`config.mk`:
```
export PLATFORM = sky130hd
export DESIGN_NAME = hv_status_monitor_regs
export DESIGN_NICKNAME = d
export VERILOG_FILES = /design/src/include/hv_status_pkg.sv /design/src/hv_pin_sync.sv /design/src/hv_status_monitor_regs.sv
export VERILOG_INCLUDE_DIRS = /design/src /design/src/include
export SDC_FILE = /design/constraint.sdc
export NUM_CORES = 1
export LEC_CHECK = 0
export BUFFER_PORTS_ARGS = -buffer_cell sky130_fd_sc_hd__buf_2
export CORE_MARGIN = 2
export CORE_UTILIZATION = 45
export DETAILED_ROUTE_END_ITERATION = 10
export PLACE_DENSITY_LB_ADDON = 0.3
export SLEW_MARGIN = 30
export SYNTH_ARGS = -nofsm -noshare
export SYNTH_HDL_FRONTEND = slang
export SYNTH_HIERARCHICAL = 1
export SYNTH_SLANG_ARGS = --single-unit
```
`constraint.sdc`:
```
create_clock -name ref_clk -period 3 [get_ports ref_clk]
set_input_delay 0.6 -clock ref_clk [delete_from_list [all_inputs] [get_ports ref_clk]]
set_output_delay 0.6 -clock ref_clk [all_outputs]
set_load 0.05 [all_outputs]
```
`src/include/hv_status_consts.svh`:
```
`ifndef HV_STATUS_CONSTS_SVH
`define HV_STATUS_CONSTS_SVH

// ----------------------------------------------------------------
// live status bit positions
// ----------------------------------------------------------------
`define HV_LIVE_WAKE_RB 7
`define HV_LIVE_OVERTEMP 6
`define HV_LIVE_AUX_RB 5
`define HV_LIVE_BUF_EN 4
`define HV_LIVE_LVF 3
`define HV_LIVE_BUS_SHORT 2
`define HV_LIVE_AUX_SHORT 1
`define HV_LIVE_WAKE_SHORT 0

// ----------------------------------------------------------------
// configuration bit positions
// ----------------------------------------------------------------
`define HV_CFG0_LVF_EN 2
`define HV_CFG1_DRV_REARM 3
`define HV_CFG1_READBACK 4

// ----------------------------------------------------------------
// command codes on the command port
// ----------------------------------------------------------------
`define HV_CMD_READ_LIVE 4'h0
`define HV_CMD_READ_CHANGE 4'h1
`define HV_CMD_WRITE_CFG0 4'h2
`define HV_CMD_WRITE_CFG1 4'h3

// ----------------------------------------------------------------
// reset values
// ----------------------------------------------------------------
`define HV_CHANGE_RESET 8'h00
`define HV_LIVE_RESET 8'h00
`define HV_CFG_RESET 8'h00
`define HV_DATA_RESET 8'h00

// ----------------------------------------------------------------
// timing
// ----------------------------------------------------------------
`define HV_CLK_PERIOD_NS 10
`define HV_XFER_TIME_NS 10000
`define HV_XFER_CYCLES (`HV_XFER_TIME_NS / `HV_CLK_PERIOD_NS)
`define HV_XFER_CNT_W 10

`endif

```
`src/include/hv_status_pkg.sv`:
```
package hv_status_pkg;

   // ----------------------------------------------------------------
   // types
   // ----------------------------------------------------------------
   // analog side levels, all asynchronous to ref_clk
   typedef struct packed {
      logic wake_pin;        // external wake pin level
      logic aux_hv_pin;      // external auxiliary pin level
      logic thermal_event;   // thermal shutdown indication
      logic bus_short;       // bus driver short detector
      logic aux_short;       // auxiliary driver short detector
      logic wake_short;      // wake driver short detector
      logic core_supply_low; // core supply below threshold
      logic buffer_en;       // voltage channel input buffer on
   } hv_pins_t;

   // one command on the command port
   typedef struct packed {
      logic [3:0] code;  // operation
      logic [7:0] wdata; // write data for configuration writes
   } hv_cmd_t;

   // transfer engine state
   typedef enum logic {
      XFER_IDLE,
      XFER_BUSY
   } xfer_state_t;

endpackage : hv_status_pkg

```
`src/hv_pin_sync.sv`:
```
`include "hv_status_consts.svh"

// three flop synchroniser per bit; output moves once stages two and three agree
module hv_pin_sync #(
   parameter int WIDTH = 8
) (
   input wire logic ref_clk,
   input wire logic rst,
   input wire logic ce,
   input wire logic [WIDTH-1:0] raw,
   output logic [WIDTH-1:0] clean
);

   // ----------------------------------------------------------------
   // per bit stages
   // ----------------------------------------------------------------
   genvar i;
   generate
      for (i = 0; i < WIDTH; i++) begin : g_bit
         logic s1; // metastable stage, read only by s2
         logic s2; // second stage
         logic s3; // third stage
         logic next_clean;

         // hold the old level while stages two and three disagree
         always_comb begin
            next_clean = (s2 == s3) ? s3 : clean[i];
         end

         // register stages and filtered level
         always_ff @(posedge ref_clk) begin
            if (rst) begin
               s1 <= 1'b0;
               s2 <= 1'b0;
               s3 <= 1'b0;
               clean[i] <= 1'b0;
            end else if (ce) begin
               s1 <= raw[i];
               s2 <= s1;
               s3 <= s2;
               clean[i] <= next_clean;
            end
         end
      end
   endgenerate

endmodule : hv_pin_sync

```
`src/hv_status_monitor_regs.sv`:
```
`include "hv_status_consts.svh"

// Contract
// RL1 - bit 7 shows wake pin when readback on
// RL2 - bit 6 set after thermal shutdown
// RL3 - bit 5 shows aux pin when readback on
// RL4 - bit 4 mirrors voltage input buffer enable
// RL5 - bit 3 low voltage flag, gated by enable
// RL6 - flag stays zero after a supply drop until re-enabled
// RL7 - bit 2 bus short, cleared by rearm write
// RL8 - bit 1 aux short, cleared by rearm write
// RL9 - bit 0 wake driver short flag
// RL10 - change register records live bit changes
// RL11 - software reads change on interrupt or by read command
// RL12 - interrupt copies change value to data port
// RL13 - both registers reached through command, data ports
// RL14 - busy held about 10 us per transfer
// RL15 - reading change register clears all its bits
// RL16 - change bits stay set until read
module hv_status_monitor_regs
   import hv_status_pkg::*;
(
   input wire logic ref_clk,
   input wire logic rst,
   input wire logic ce,
   input wire logic cmd_write,
   input wire hv_cmd_t cmd,
   input wire hv_pins_t pins_raw,
   output logic hv_busy,
   output logic [7:0] hv_data_port,
   output logic hv_interrupt,
   output logic [7:0] hv_config_0,
   output logic [7:0] hv_config_1,
   output logic [7:0] hv_live_status,
   output logic [7:0] hv_change_status
);

   // ----------------------------------------------------------------
   // pin synchronisation
   // ----------------------------------------------------------------
   hv_pins_t pins; // filtered levels on ref_clk

   hv_pin_sync #(
      .WIDTH($bits(hv_pins_t))
   ) u_sync (
      .ref_clk(ref_clk),
      .rst(rst),
      .ce(ce),
      .raw(pins_raw),
      .clean(pins)
   );

   // ----------------------------------------------------------------
   // transfer engine and command decode
   // ----------------------------------------------------------------
   xfer_state_t state; // idle or busy
   xfer_state_t next_state;
   logic [`HV_XFER_CNT_W-1:0] xfer_cnt; // cycles spent busy
   logic [`HV_XFER_CNT_W-1:0] next_xfer_cnt;
   logic irq_pending; // change seen while busy
   logic next_irq_pending;
   logic next_busy;
   logic next_interrupt;
   logic [7:0] next_data;
   logic [7:0] next_cfg0;
   logic [7:0] next_cfg1;
   logic cmd_accept; // command taken this cycle
   logic auto_start; // automatic status transfer starts
   logic rd_change; // change register read this cycle
   logic drv_rearm; // rearm write to config 1
   logic lvf_arm; // flag enable written to config 0
   logic [7:0] next_live;
   logic [7:0] next_change;
   logic [7:0] diff; // live bits changing this cycle
   logic rearm_dly; // rearm write taken last cycle, applied to the sticky flags now
   logic lvf_arm_dly; // flag enable written last cycle, arms the flag now

   localparam logic [`HV_XFER_CNT_W-1:0] XFER_LAST = `HV_XFER_CNT_W'(`HV_XFER_CYCLES - 1);

   // next values of the engine; the automatic transfer outranks a command
   always_comb begin
      next_state = state;
      next_xfer_cnt = xfer_cnt;
      next_busy = hv_busy;
      next_interrupt = 1'b0;
      next_data = hv_data_port;
      next_cfg0 = hv_config_0;
      next_cfg1 = hv_config_1;
      next_irq_pending = irq_pending | (|diff);
      auto_start = 1'b0;
      cmd_accept = 1'b0;
      rd_change = 1'b0;
      drv_rearm = 1'b0;
      lvf_arm = 1'b0;
      unique case (state)
         XFER_IDLE: begin
            if (irq_pending || (|diff)) begin
               // status goes out together with the interrupt
               auto_start = 1'b1;
               next_interrupt = 1'b1; // RL12
               // no read clear can fall in this cycle, the automatic transfer wins
               next_data = hv_change_status | diff; // RL12
               next_irq_pending = 1'b0;
            end else if (cmd_write) begin
               cmd_accept = 1'b1;
               unique case (cmd.code)
                  `HV_CMD_READ_LIVE: next_data = hv_live_status; // RL13
                  `HV_CMD_READ_CHANGE: begin
                     next_data = hv_change_status; // RL13
                     rd_change = 1'b1;
                  end
                  `HV_CMD_WRITE_CFG0: begin
                     next_cfg0 = cmd.wdata;
                     lvf_arm = cmd.wdata[`HV_CFG0_LVF_EN];
                  end
                  `HV_CMD_WRITE_CFG1: begin
                     next_cfg1 = cmd.wdata;
                     drv_rearm = cmd.wdata[`HV_CFG1_DRV_REARM];
                  end
                  // unknown codes still occupy the port, nothing else
                  default: next_data = hv_data_port;
               endcase
            end
            if (auto_start || cmd_accept) begin
               next_state = XFER_BUSY;
               next_busy = 1'b1; // RL14
               next_xfer_cnt = '0;
            end
         end
         XFER_BUSY: begin
            // commands arriving now are dropped; software polls busy first
            if (xfer_cnt == XFER_LAST) begin
               next_state = XFER_IDLE;
               next_busy = 1'b0; // RL14
            end else begin
               next_xfer_cnt = xfer_cnt + 1'b1;
            end
         end
      endcase
   end

   // register the engine
   always_ff @(posedge ref_clk) begin
      if (rst) begin
         state <= XFER_IDLE;
         xfer_cnt <= '0;
         hv_busy <= 1'b0;
         hv_interrupt <= 1'b0;
         irq_pending <= 1'b0;
         hv_data_port <= `HV_DATA_RESET;
         hv_config_0 <= `HV_CFG_RESET;
         hv_config_1 <= `HV_CFG_RESET;
         rearm_dly <= 1'b0;
         lvf_arm_dly <= 1'b0;
      end else if (ce) begin
         state <= next_state;
         xfer_cnt <= next_xfer_cnt;
         hv_busy <= next_busy;
         hv_interrupt <= next_interrupt;
         irq_pending <= next_irq_pending;
         hv_data_port <= next_data;
         hv_config_0 <= next_cfg0;
         hv_config_1 <= next_cfg1;
         rearm_dly <= drv_rearm;
         lvf_arm_dly <= lvf_arm;
      end
   end

   // ----------------------------------------------------------------
   // live status
   // ----------------------------------------------------------------
   // sticky flags keep the set over a same-cycle rearm so no event is lost
   // config and arm pulses come from registers: the live view must not feed
   // back into the command decode, which itself waits on live changes
   always_comb begin
      next_live = hv_live_status;
      // readback only while enabled; reads zero otherwise
      next_live[`HV_LIVE_WAKE_RB] = hv_config_1[`HV_CFG1_READBACK] & pins.wake_pin; // RL1
      next_live[`HV_LIVE_AUX_RB] = hv_config_1[`HV_CFG1_READBACK] & pins.aux_hv_pin; // RL3
      next_live[`HV_LIVE_BUF_EN] = pins.buffer_en; // RL4
      next_live[`HV_LIVE_OVERTEMP] = pins.thermal_event
         | (hv_live_status[`HV_LIVE_OVERTEMP] & ~rearm_dly); // RL2
      next_live[`HV_LIVE_BUS_SHORT] = pins.bus_short
         | (hv_live_status[`HV_LIVE_BUS_SHORT] & ~rearm_dly); // RL7
      next_live[`HV_LIVE_AUX_SHORT] = pins.aux_short
         | (hv_live_status[`HV_LIVE_AUX_SHORT] & ~rearm_dly); // RL8
      next_live[`HV_LIVE_WAKE_SHORT] = pins.wake_short
         | (hv_live_status[`HV_LIVE_WAKE_SHORT] & ~rearm_dly); // RL9
      // a supply drop beats re-arming: the memory really is suspect then
      if (!hv_config_0[`HV_CFG0_LVF_EN]) begin
         next_live[`HV_LIVE_LVF] = 1'b0; // RL5
      end else if (lvf_arm_dly) begin
         next_live[`HV_LIVE_LVF] = ~pins.core_supply_low; // RL6
      end else begin
         next_live[`HV_LIVE_LVF] = hv_live_status[`HV_LIVE_LVF] & ~pins.core_supply_low; // RL6
      end
   end

   // ----------------------------------------------------------------
   // change status
   // ----------------------------------------------------------------
   // a fresh change beats the clear of a read in the same cycle
   always_comb begin
      diff = next_live ^ hv_live_status; // RL10
      next_change = (hv_change_status & ~{8{rd_change}}) | diff; // RL15 RL16
   end

   // register live and change views
   always_ff @(posedge ref_clk) begin
      if (rst) begin
         hv_live_status <= `HV_LIVE_RESET;
         hv_change_status <= `HV_CHANGE_RESET;
      end else if (ce) begin
         hv_live_status <= next_live;
         hv_change_status <= next_change;
      end
   end

endmodule : hv_status_monitor_regs

```
After elaboration in Yosys (flattened, before gate mapping)
Index checks and enable logic that the tools add are counted.
{"block": "totals", "in_bits": 24, "output_inout_bits": 42, "register_bits": 88, "elab_cells": 134}
{"block": "classes", "bitwise": 21, "n_mux": 34, "reduce_logical": 19, "addsub": 1, "eq_ne": 15}
{"operator": "two-way mux 1 bit", "n": 26}
{"operator": "two-way mux 10 bit", "n": 2}
{"operator": "case mux 10 bit (2 select lines)", "n": 1}
{"operator": "two-way mux 8 bit", "n": 2}
{"operator": "bitwise OR 8 bit", "n": 2}
{"operator": "case mux 8 bit (2 select lines)", "n": 1}
{"operator": "AND reduction 2 bit", "n": 8}
{"operator": "adder 10 x 1 -> 10 bit, second input constant", "n": 1}
{"operator": "== test 10 bit, second input constant", "n": 1}
{"operator": "AND reduction 5 bit", "n": 2}
{"operator": "bitwise AND 8 bit", "n": 1}
{"operator": "== test 1 bit", "n": 8}
{"operator": "== test 4 x 2 -> 1 bit, second input constant", "n": 2}
{"operator": "inverter 8 bit", "n": 1}
{"operator": "OR reduction 8 bit", "n": 1}
{"operator": "XOR 8 bit", "n": 1}
{"operator": "bitwise AND 1 bit", "n": 7}
{"operator": "AND reduction 3 bit", "n": 2}
{"operator": "bitwise OR 1 bit", "n": 5}
{"operator": "== test 4 x 1 -> 1 bit, second input constant", "n": 1}
{"operator": "logical NOT 4 bit", "n": 1}
{"operator": "inequality test 2 bit, second input constant", "n": 2}
{"operator": "inverter 1 bit", "n": 4}
{"operator": "case mux 1 bit (2 select lines)", "n": 2}
{"operator": "other kinds (5)", "n": 6}

Logic depth before layout (Yosys ltp)
Gate-level depths: netlist (run 1).
{"block": "logic_depth", "word_depth": 12, "depth_mapped": 7, "ltp_nobuf": 7}

Modules after synthesis
The synthesis (run 1) kept the hierarchy.
{"mod": "hv_status_monitor_regs", "n_inst": 1, "seq_area_each_um2": 1121.1, "cells_per_inst": 314, "area_each_um2": 2690.1}
{"mod": "hv_pin_sync", "n_inst": 1, "seq_area_each_um2": 640.6, "cells_per_inst": 129, "area_each_um2": 1403.8}

Worst setup path before layout (run 1)
No wires, ideal clock.
{"block": "synth_path", "path_kind": "register to register", "from": "register hv_live_status[0]", "to": "register hv_data_port[1]", "t_required_ns": 2.883, "synth_period_minus_slack_ns": 2.500, "slack_ns": 0.500, "t_arrival_ns": 2.384, "stages_incl_launch_ff": 8, "setup_ns": 0.117, "path_buffers": 1, "path_cell_list": "dfxtp_1 > nor2b_1 > or4_4 > nand4b_4 > nor2_2 > buf_2 > a21oi_1 > a22o_1"}
{"block": "synth_via", "elab_chain_cells": 7}
{"element": "from (decl)", "line": "hv_status_monitor_regs.sv:34", "rtl": "output logic [7:0] hv_live_status,"}
{"element": "from (signal assigned)", "line": "hv_status_monitor_regs.sv:211", "rtl": "hv_live_status <= `HV_LIVE_RESET;"}
{"element": "from (signal assigned)", "line": "hv_status_monitor_regs.sv:214", "rtl": "hv_live_status <= next_live;"}
{"element": "bitwise AND 1 bit", "line": "hv_status_monitor_regs.sv:188", "rtl": "| (hv_live_status[`HV_LIVE_WAKE_SHORT] & ~rearm_dly);"}
{"element": "bitwise OR 1 bit", "line": "hv_status_monitor_regs.sv:187", "rtl": "next_live[`HV_LIVE_WAKE_SHORT] = pins.wake_short"}
{"element": "XOR 8 bit (*)", "line": "hv_status_monitor_regs.sv:204", "rtl": "diff = next_live ^ hv_live_status;"}
{"element": "OR reduction 8 bit (*)", "line": "hv_status_monitor_regs.sv:97", "rtl": "if (irq_pending || (|diff)) begin"}
{"element": "logical OR 1 bit (*)", "line": "hv_status_monitor_regs.sv:97"}
{"element": "nonzero test 3 bit (no line) or nonzero test 2 bit (tied branches)"}
{"element": "AND reduction 4 bit (no line)"}
{"element": "to (signal assigned)", "line": "hv_status_monitor_regs.sv:150", "rtl": "hv_data_port <= `HV_DATA_RESET;"}
{"element": "to (signal assigned)", "line": "hv_status_monitor_regs.sv:161", "rtl": "hv_data_port <= next_data;"}
{"element": "to (decl)", "line": "hv_status_monitor_regs.sv:30", "rtl": "output logic [7:0] hv_data_port,"}
Mark *: on every way between the ends. The rest lies on a longest branch, timed or not.
A chain may end at the register's enable or synchronous reset.

Worst setup path in the final report (run 1)
{"block": "layout_path", "from": "register hv_live_status[0]", "to": "register hv_config_0[0]"}
{"block": "layout_via", "elab_chain_cells": 7}
{"element": "bitwise AND 1 bit", "line": "hv_status_monitor_regs.sv:188"}
{"element": "bitwise OR 1 bit", "line": "hv_status_monitor_regs.sv:187"}
{"element": "XOR 8 bit (*)", "line": "hv_status_monitor_regs.sv:204"}
{"element": "OR reduction 8 bit (*)", "line": "hv_status_monitor_regs.sv:97"}
{"element": "logical OR 1 bit (*)", "line": "hv_status_monitor_regs.sv:97"}
{"element": "inverter 1 bit (no line) (*)"}
{"element": "AND reduction 5 bit (no line) (*)"}
{"element": "to (signal assigned)", "line": "hv_status_monitor_regs.sv:151", "rtl": "hv_config_0 <= `HV_CFG_RESET;"}
{"element": "to (signal assigned)", "line": "hv_status_monitor_regs.sv:162", "rtl": "hv_config_0 <= next_cfg0;"}
{"element": "to (decl)", "line": "hv_status_monitor_regs.sv:32", "rtl": "output logic [7:0] hv_config_0,"}
Marked as above.

==> results of run 1 <==
-- stage by stage --
step	hold slack (ps)	cell area (sq um)	worst slack (ps)
2_1_floorplan	460	4090	500
3_3_place_gp	436	4480	634
3_5_place_dp	451	4480	569
4_1_cts	463	4710	545
5_1_grt	476	4710	371
6_report	460	4710	562
-- power breakdown --
| part | switching [mW] | internal [mW] | leakage (nW) |
|---|---|---|---|
| Sequential | 0.0183 | 1.18 | 0.712 |
| Clock | 0.426 | 0.496 | 0.113 |
| Combinational | 0.0938 | 0.0591 | 1.18 |
| Total | 0.538 | 1.74 | 2.00 |
-- per-layer routing --
metal / vias up / share of wire, % / GRT usage (%)
met5: - / 0 / 0
met4: 0 / 1.0 / 5.06
met3: 12 / 4.6 / 4.85
met2: 86 / 50 / 31.2
met1: 1665 / 45 / 24.7
li1: 1715 / - / -
-- sequential cells by signal, indices dropped and copies added (netlist names) --
signal	cells
hv_busy	1
hv_change_status	8
irq_pending	1
state	1
lvf_arm_dly	1
xfer_cnt	10
u_sync/g_bit.s3	8
hv_live_status	8
hv_config_0	8
hv_config_1	8
u_sync/g_bit.s1	8
u_sync/clean	8
hv_interrupt	1
hv_data_port	8
u_sync/g_bit.s2	8
rearm_dly	1
-- final cells by class --
class / instances / area, sq um
timing repair buffer: 72 / 378
clock buffer: 10 / 138
clock inverter: 6 / 90.1
tap: 108 / 135
fill: 826 / 4050
multi-input combinational: 321 / 2160
inverter: 12 / 45.0
sequential: 88 / 1760
-- kinds of logic (layout without fill, tap and decap cells) --
kind of cell / Yosys count / in the layout / synth area share [%]
and+or+nand+nor: 176 / 176 / 24.0
muxes: 44 / 44 / 10.8
DFF: 88 / 88 / 43.0
AOI/OAI and AO/OA: 95 / 95 / 16.7
xor gates and xnor gates: 5 / 5 / 1.07
adders and majority gates: 1 / 1 / 0.306
buffers and inverters: 34 / 100 / 4.10
-- synthesized netlist by cell type, drive strengths merged, types with 8 or more instances --
cell and instances:
dfxtp 88, nor2 68, mux2i 43, a21oi 31, nand2 22, o21ai 18, nand3 17, nor2b 16
inv 12, a22oi 11, buf 11, clkbuf 11, nand2b 10, a31oi 8, o32ai 8
-- worst min-delay path, cell delays in order, from the launching register on --
cell and delay (ps):
dfxtp_1 320, nand2_1 60, a21oi_1 50
-- path summary, 6_finish.rpt --
| kind | to | slack (ps) |
|---|---|---|
| setup / recovery | hv_config_0[0] | 560 |
| hold / removal | hv_interrupt | 460 |
| setup reg to reg | hv_config_0[0] | 560 |
| hold reg to reg | hv_interrupt | 460 |
==> impl_metrics.csv, run 1 <==
group,metric,value,unit
drt,postRouteWirelength,9170,microns
cts,cts_root_buf,"clkbuf_8",
worst_setup_path,kind_of_capture_point_of_the_worst_setup_path,"register",
worst_setup_path,cp_data_required_time,3290,ps
power_and_ir_drop,power.density,483,nW/um^2
logic_synthesis,post-synth-top-area-fraction,43.0,%
drt,routed_vias_inst,5.64,
cts,postCtsSetupRepairBufs,0,
worst_setup_path,critical-path-slowest-cell,"or4_4",
cts,numCtsBuffers,9,
drt,drcViolationCount,0,
cts,skew_pair_late_insertion_delay,360,ps
worst_setup_path,critPathBufInv,1,
timing,final_critical_path_required_period,2440,ps
cts,cts-hold-fix-buffers,0,
layout,utilization,53.8,%
floorplanning,initial_core_util,46.7,%
worst_setup_path,cpPeakStageDelay,550,ps
logic_synthesis,post_synth_inst_count,443,
timing,finalClockSkew,10.3,ps
flow_run,drv.max_cap_violation_count,0,
drt,post_drt_wl_per_cell,14.9,microns
floorplanning,top_level_ports,66,
global_routing,grt_remaining_overflow,0,
layout,finalNetCount,529,
logic_synthesis,synthesis.area,4090,sq um
power_and_ir_drop,power_leakage,2.00,nW
layout,final_layout_size_suffix_gt1_share,22.4,%
timing,grt_setup_unrepaired,"false",
logic_synthesis,ys.flop_type,"dfxtp_1",
worst_hold_path,worst_hold_path_depth,2,
worst_setup_path,worstPathArrival,2730,ps
floorplanning,total_number_of_placement_rows,34,
layout,layout_commonest_cell,"dfxtp_1",
worst_setup_path,startpoint_type,"register",
worst_setup_path,reg2reg_depth,7,
logic_synthesis,yosysTopAreaCell,"dfxtp_1",
timing,finalMaxSlewViolations,0,
drt,via_count,3478,
cts,number_of_h_tree_branching_levels,3,
logic_synthesis,postSynthRegisterBits,88,
global_routing,grt_pass1_wl,15300,microns
drt,drt_iter0_drc,158,
worst_setup_path,crit_type,"reg -> reg",
global_routing,grt.total_usage,18.9,%
logic_synthesis,mappedNetlistNets,468,
cts,cts_repair_resize_count,0,
cts,clk_path_buf_depth,2,
worst_hold_path,worst_hold_path_type,"reg -> reg",
logic_synthesis,synth.avg_cell_area,9.24,sq um
logic_synthesis,synth-edff-count,0,
place,place.detailed.hpwl,6490,microns
timing,timing.final.crit_share,81.3,%
logic_synthesis,ys_top_cells_by_area,"dfxtp_1 43%, mux2i_1 11%, nor2_1 6.1%",
floorplanning,die_x,99.4,microns
global_routing,grt_antenna_before_repair,0,
timing,worst_slew_pin_slew,734,ps
drt,drt_pass1_iterations,5,
logic_synthesis,synth-warning-count,6,
logic_synthesis,share_of_synthesized_area_occupied_by_flip_flops_and_latches,43.0,%
floorplanning,fp.dieArea,9880,sq um
global_routing,first_global_vias,3245,
timing,finalSetupViolations,0,
power_and_ir_drop,worst_ir_drop_vdd,0.000412,V
power_and_ir_drop,report.power.total,2.28,mW
layout,layoutNonFillerInstCount,617,
worst_setup_path,worstReg2RegStart,"hv_live_status[0]",
logic_synthesis,synth_async_sr_flop_share,0,%
cts,cts.reportedPaths.clkPinSlew,90,ps
layout,antenna_cells,0,
place,finalWeightedCongestion,0.873,
cts,cts.sink_count,88,
timing,finalHoldViolations,0,
worst_setup_path,worstPathMaxFanout,13,
outcome,outcome,"completed",
global_routing,grt_max_degree,59,
worst_setup_path,critical_path.cell_chain,"nor2b_1, or4_4, nand4b_4, nor2_2, buf_4, nand3_1, a21oi_1",
worst_setup_path,crit_start,"hv_live_status[0]",
logic_synthesis,post_synth_num_cell_types,54,
timing,slew_headroom,51.1,%
layout,layout.cells.most_common_list,"88 x dfxtp_1, 67 x nor2_1, 65 x buf_2, 43 x mux2i_1, 31 x a21oi_1",
worst_setup_path,cp.depth,7,
timing,timing.fmax,0.410,GHz
worst_hold_path,hold_start,"hv_interrupt",
timing,finalSetupTns,0,ps
place,dp.cells,601,
drt,final_antenna_net_count,0,
cts,tritoncts,"yes",
floorplanning,chipHeight,99.4,microns
place,buffer_ports.inserted,65,
layout,area.growth.synth_to_final,15.1,%
floorplanning,core_area,8760,sq um
worst_setup_path,kind_of_cell_adding_the_most_delay_to_the_critical_path,"simple AND/OR/NAND/NOR gates",
No activity file was read; power rests on OpenSTA's default activity.
==> inputs of run 2 (changes only) <==
==> constraint.sdc (replaced) <==
create_clock -name ref_clk -period 2.47 [get_ports ref_clk]
set_input_delay 0.494 -clock ref_clk [delete_from_list [all_inputs] [get_ports ref_clk]]
set_output_delay 0.494 -clock ref_clk [all_outputs]
set_load 0.05 [all_outputs]
==> run 2 against run 1 <==
Design area up 0.88%. Clock power rose by 12%. Sequential power increased by 22%. Critical path type unchanged.
==> impl_metrics.csv, run 2 (same netlist as run 1, synthesis figures left out) <==
group,metric,value,unit
power_and_ir_drop,power.density,565,nW/um^2
drt,via_count,3415,
drt,routed_vias_inst,5.47,
drt,post_drt_wl_per_cell,14.7,microns
cts,cts_repair_resize_count,0,
timing,timing.fmax,0.449,GHz
cts,tritoncts,"yes",
layout,antenna_cells,0,
worst_hold_path,worst_hold_path_type,"in -> reg",
worst_setup_path,worstPathArrival,2540,ps
worst_setup_path,critPathBufInv,0,
cts,cts.sink_count,88,
timing,finalSetupTns,0,ps
drt,drt_pass1_iterations,4,
cts,numCtsBuffers,9,
layout,seq_area,1760,sq um
worst_setup_path,critical-path-slowest-cell,"o41ai_4",
drt,drcViolationCount,0,
cts,cts_root_buf,"clkbuf_8",
worst_setup_path,cpPeakStageDelay,450,ps
floorplanning,chipHeight,99.4,microns
place,buffer_ports.inserted,65,
cts,cts.reportedPaths.clkPinSlew,90,ps
outcome,outcome,"completed",
worst_setup_path,startpoint_type,"register",
timing,grt_setup_unrepaired,"false",
cts,postCtsSetupRepairBufs,0,
layout,layout_commonest_cell,"dfxtp_1",
layout,fill_cells,805,
global_routing,grt_remaining_overflow,0,
floorplanning,die_x,99.4,microns
worst_setup_path,worstPathMaxFanout,8,
layout,largest_register,"xfer_cnt",
floorplanning,fp.dieArea,9880,sq um
global_routing,grt_antenna_before_repair,0,
worst_setup_path,kind_of_capture_point_of_the_worst_setup_path,"register",
layout,utilization,54.2,%
layout,multi_input_comb_area,2160,sq um
floorplanning,initial_core_util,46.7,%
place,finalWeightedCongestion,0.933,
floorplanning,core_area,8760,sq um
global_routing,first_global_vias,3076,
global_routing,grt_max_degree,62,
global_routing,grt.total_usage,19.1,%
power_and_ir_drop,power_leakage,2.03,nW
cts,number_of_h_tree_branching_levels,3,
floorplanning,total_number_of_placement_rows,34,
layout,area.growth.synth_to_final,16.1,%
worst_setup_path,critical_path.cell_chain,"and2b_1, o41ai_4, nand4b_4, o31a_1, nor2_1, a22o_1",
timing,finalHoldViolations,0,
timing,finalClockSkew,12.3,ps
worst_setup_path,crit_type,"reg -> reg",
layout,layout.cells.most_common_list,"86 x dfxtp_1, 67 x nor2_1, 65 x buf_2, 43 x mux2i_1, 31 x a21oi_1",
flow_run,drv.max_cap_violation_count,0,
cts,skew_pair_late_insertion_delay,360,ps
cts,cts-hold-fix-buffers,0,
timing,final_critical_path_required_period,2230,ps
timing,hold_slack,367,ps
timing,timing.final.crit_share,90.2,%
layout,largest_reg_flops,10,
worst_setup_path,cp_data_required_time,2780,ps
drt,drt_iter0_drc,135,
timing,finalSetupViolations,0,
power_and_ir_drop,report.power.total,2.68,mW
timing,finalMaxSlewViolations,0,
layout,final_layout_size_suffix_gt1_share,23.8,%
floorplanning,top_level_ports,66,
global_routing,grt_pass1_wl,15200,microns
drt,postRouteWirelength,9200,microns
timing,worst_slew_pin_slew,761,ps
cts,clk_path_buf_depth,2,
layout,finalNetCount,536,
drt,final_antenna_net_count,0,
place,place.detailed.hpwl,6500,microns
timing,slew_headroom,49.3,%
worst_setup_path,kind_of_cell_adding_the_most_delay_to_the_critical_path,"compound AO/OA/AOI/OAI gates",
power_and_ir_drop,worst_ir_drop_vdd,0.000478,V
run 2: cell type report:
class                           instances  share of cell area, %
Timing Repair Buffer                   79                   9.32
Sequential cell                        88                   37.1
Inverter                               12                  0.948
Tap cell                              108                   2.84
Clock buffer                            9                   2.61
Multi-Input combinational cell        321                   45.5
Clock inverter                          7                   1.63
run 2: final timing paths:
| kind | startpoint | endpoint | slack (ps) | depth (start not counted) |
|---|---|---|---|---|
| hold / removal | pins_raw[5] | u_sync/g_bit[5].s1 | 370 | 3 |
| setup reg to reg | u_sync/clean[2] | hv_data_port[6] | 240 | 6 |
| setup / recovery | u_sync/clean[2] | hv_data_port[6] | 240 | 6 |
| hold reg to reg | hv_config_0[3] | hv_config_0[3] | 450 | 2 |
run 2: routing by layer:
metal	wire [microns]	part of all wire (%)	GRT usage [%]
met1	4220	46	26.1
met2	4430	48	29.8
met3	458	5.0	5.13
met4	87	0.95	5.90
met5	0	0	0
run 2: power by group:
part	switching (mW)	internal (mW)
clock	0.548	0.478
combinational	0.123	0.0797
sequential	0.0173	1.44
total	0.688	2.00
run 2: worst min-delay path: cells and delay by family:
kind | cells | cell delay (ps)
buffers and inverters | 1 | 80
muxes | 1 | 50
and+or+nand+nor | 1 | 70
run 2: through the flow:
step / setup WS (ps) / instances / area [sq um]
finish: 241 / 624 / 4750
global route: 143 / 624 / 4750
CTS: 257 / 624 / 4750
detailed placement: 274 / 608 / 4550
global placement: 371 / 608 / 4550
floorplan: 22.1 / 443 / 4100
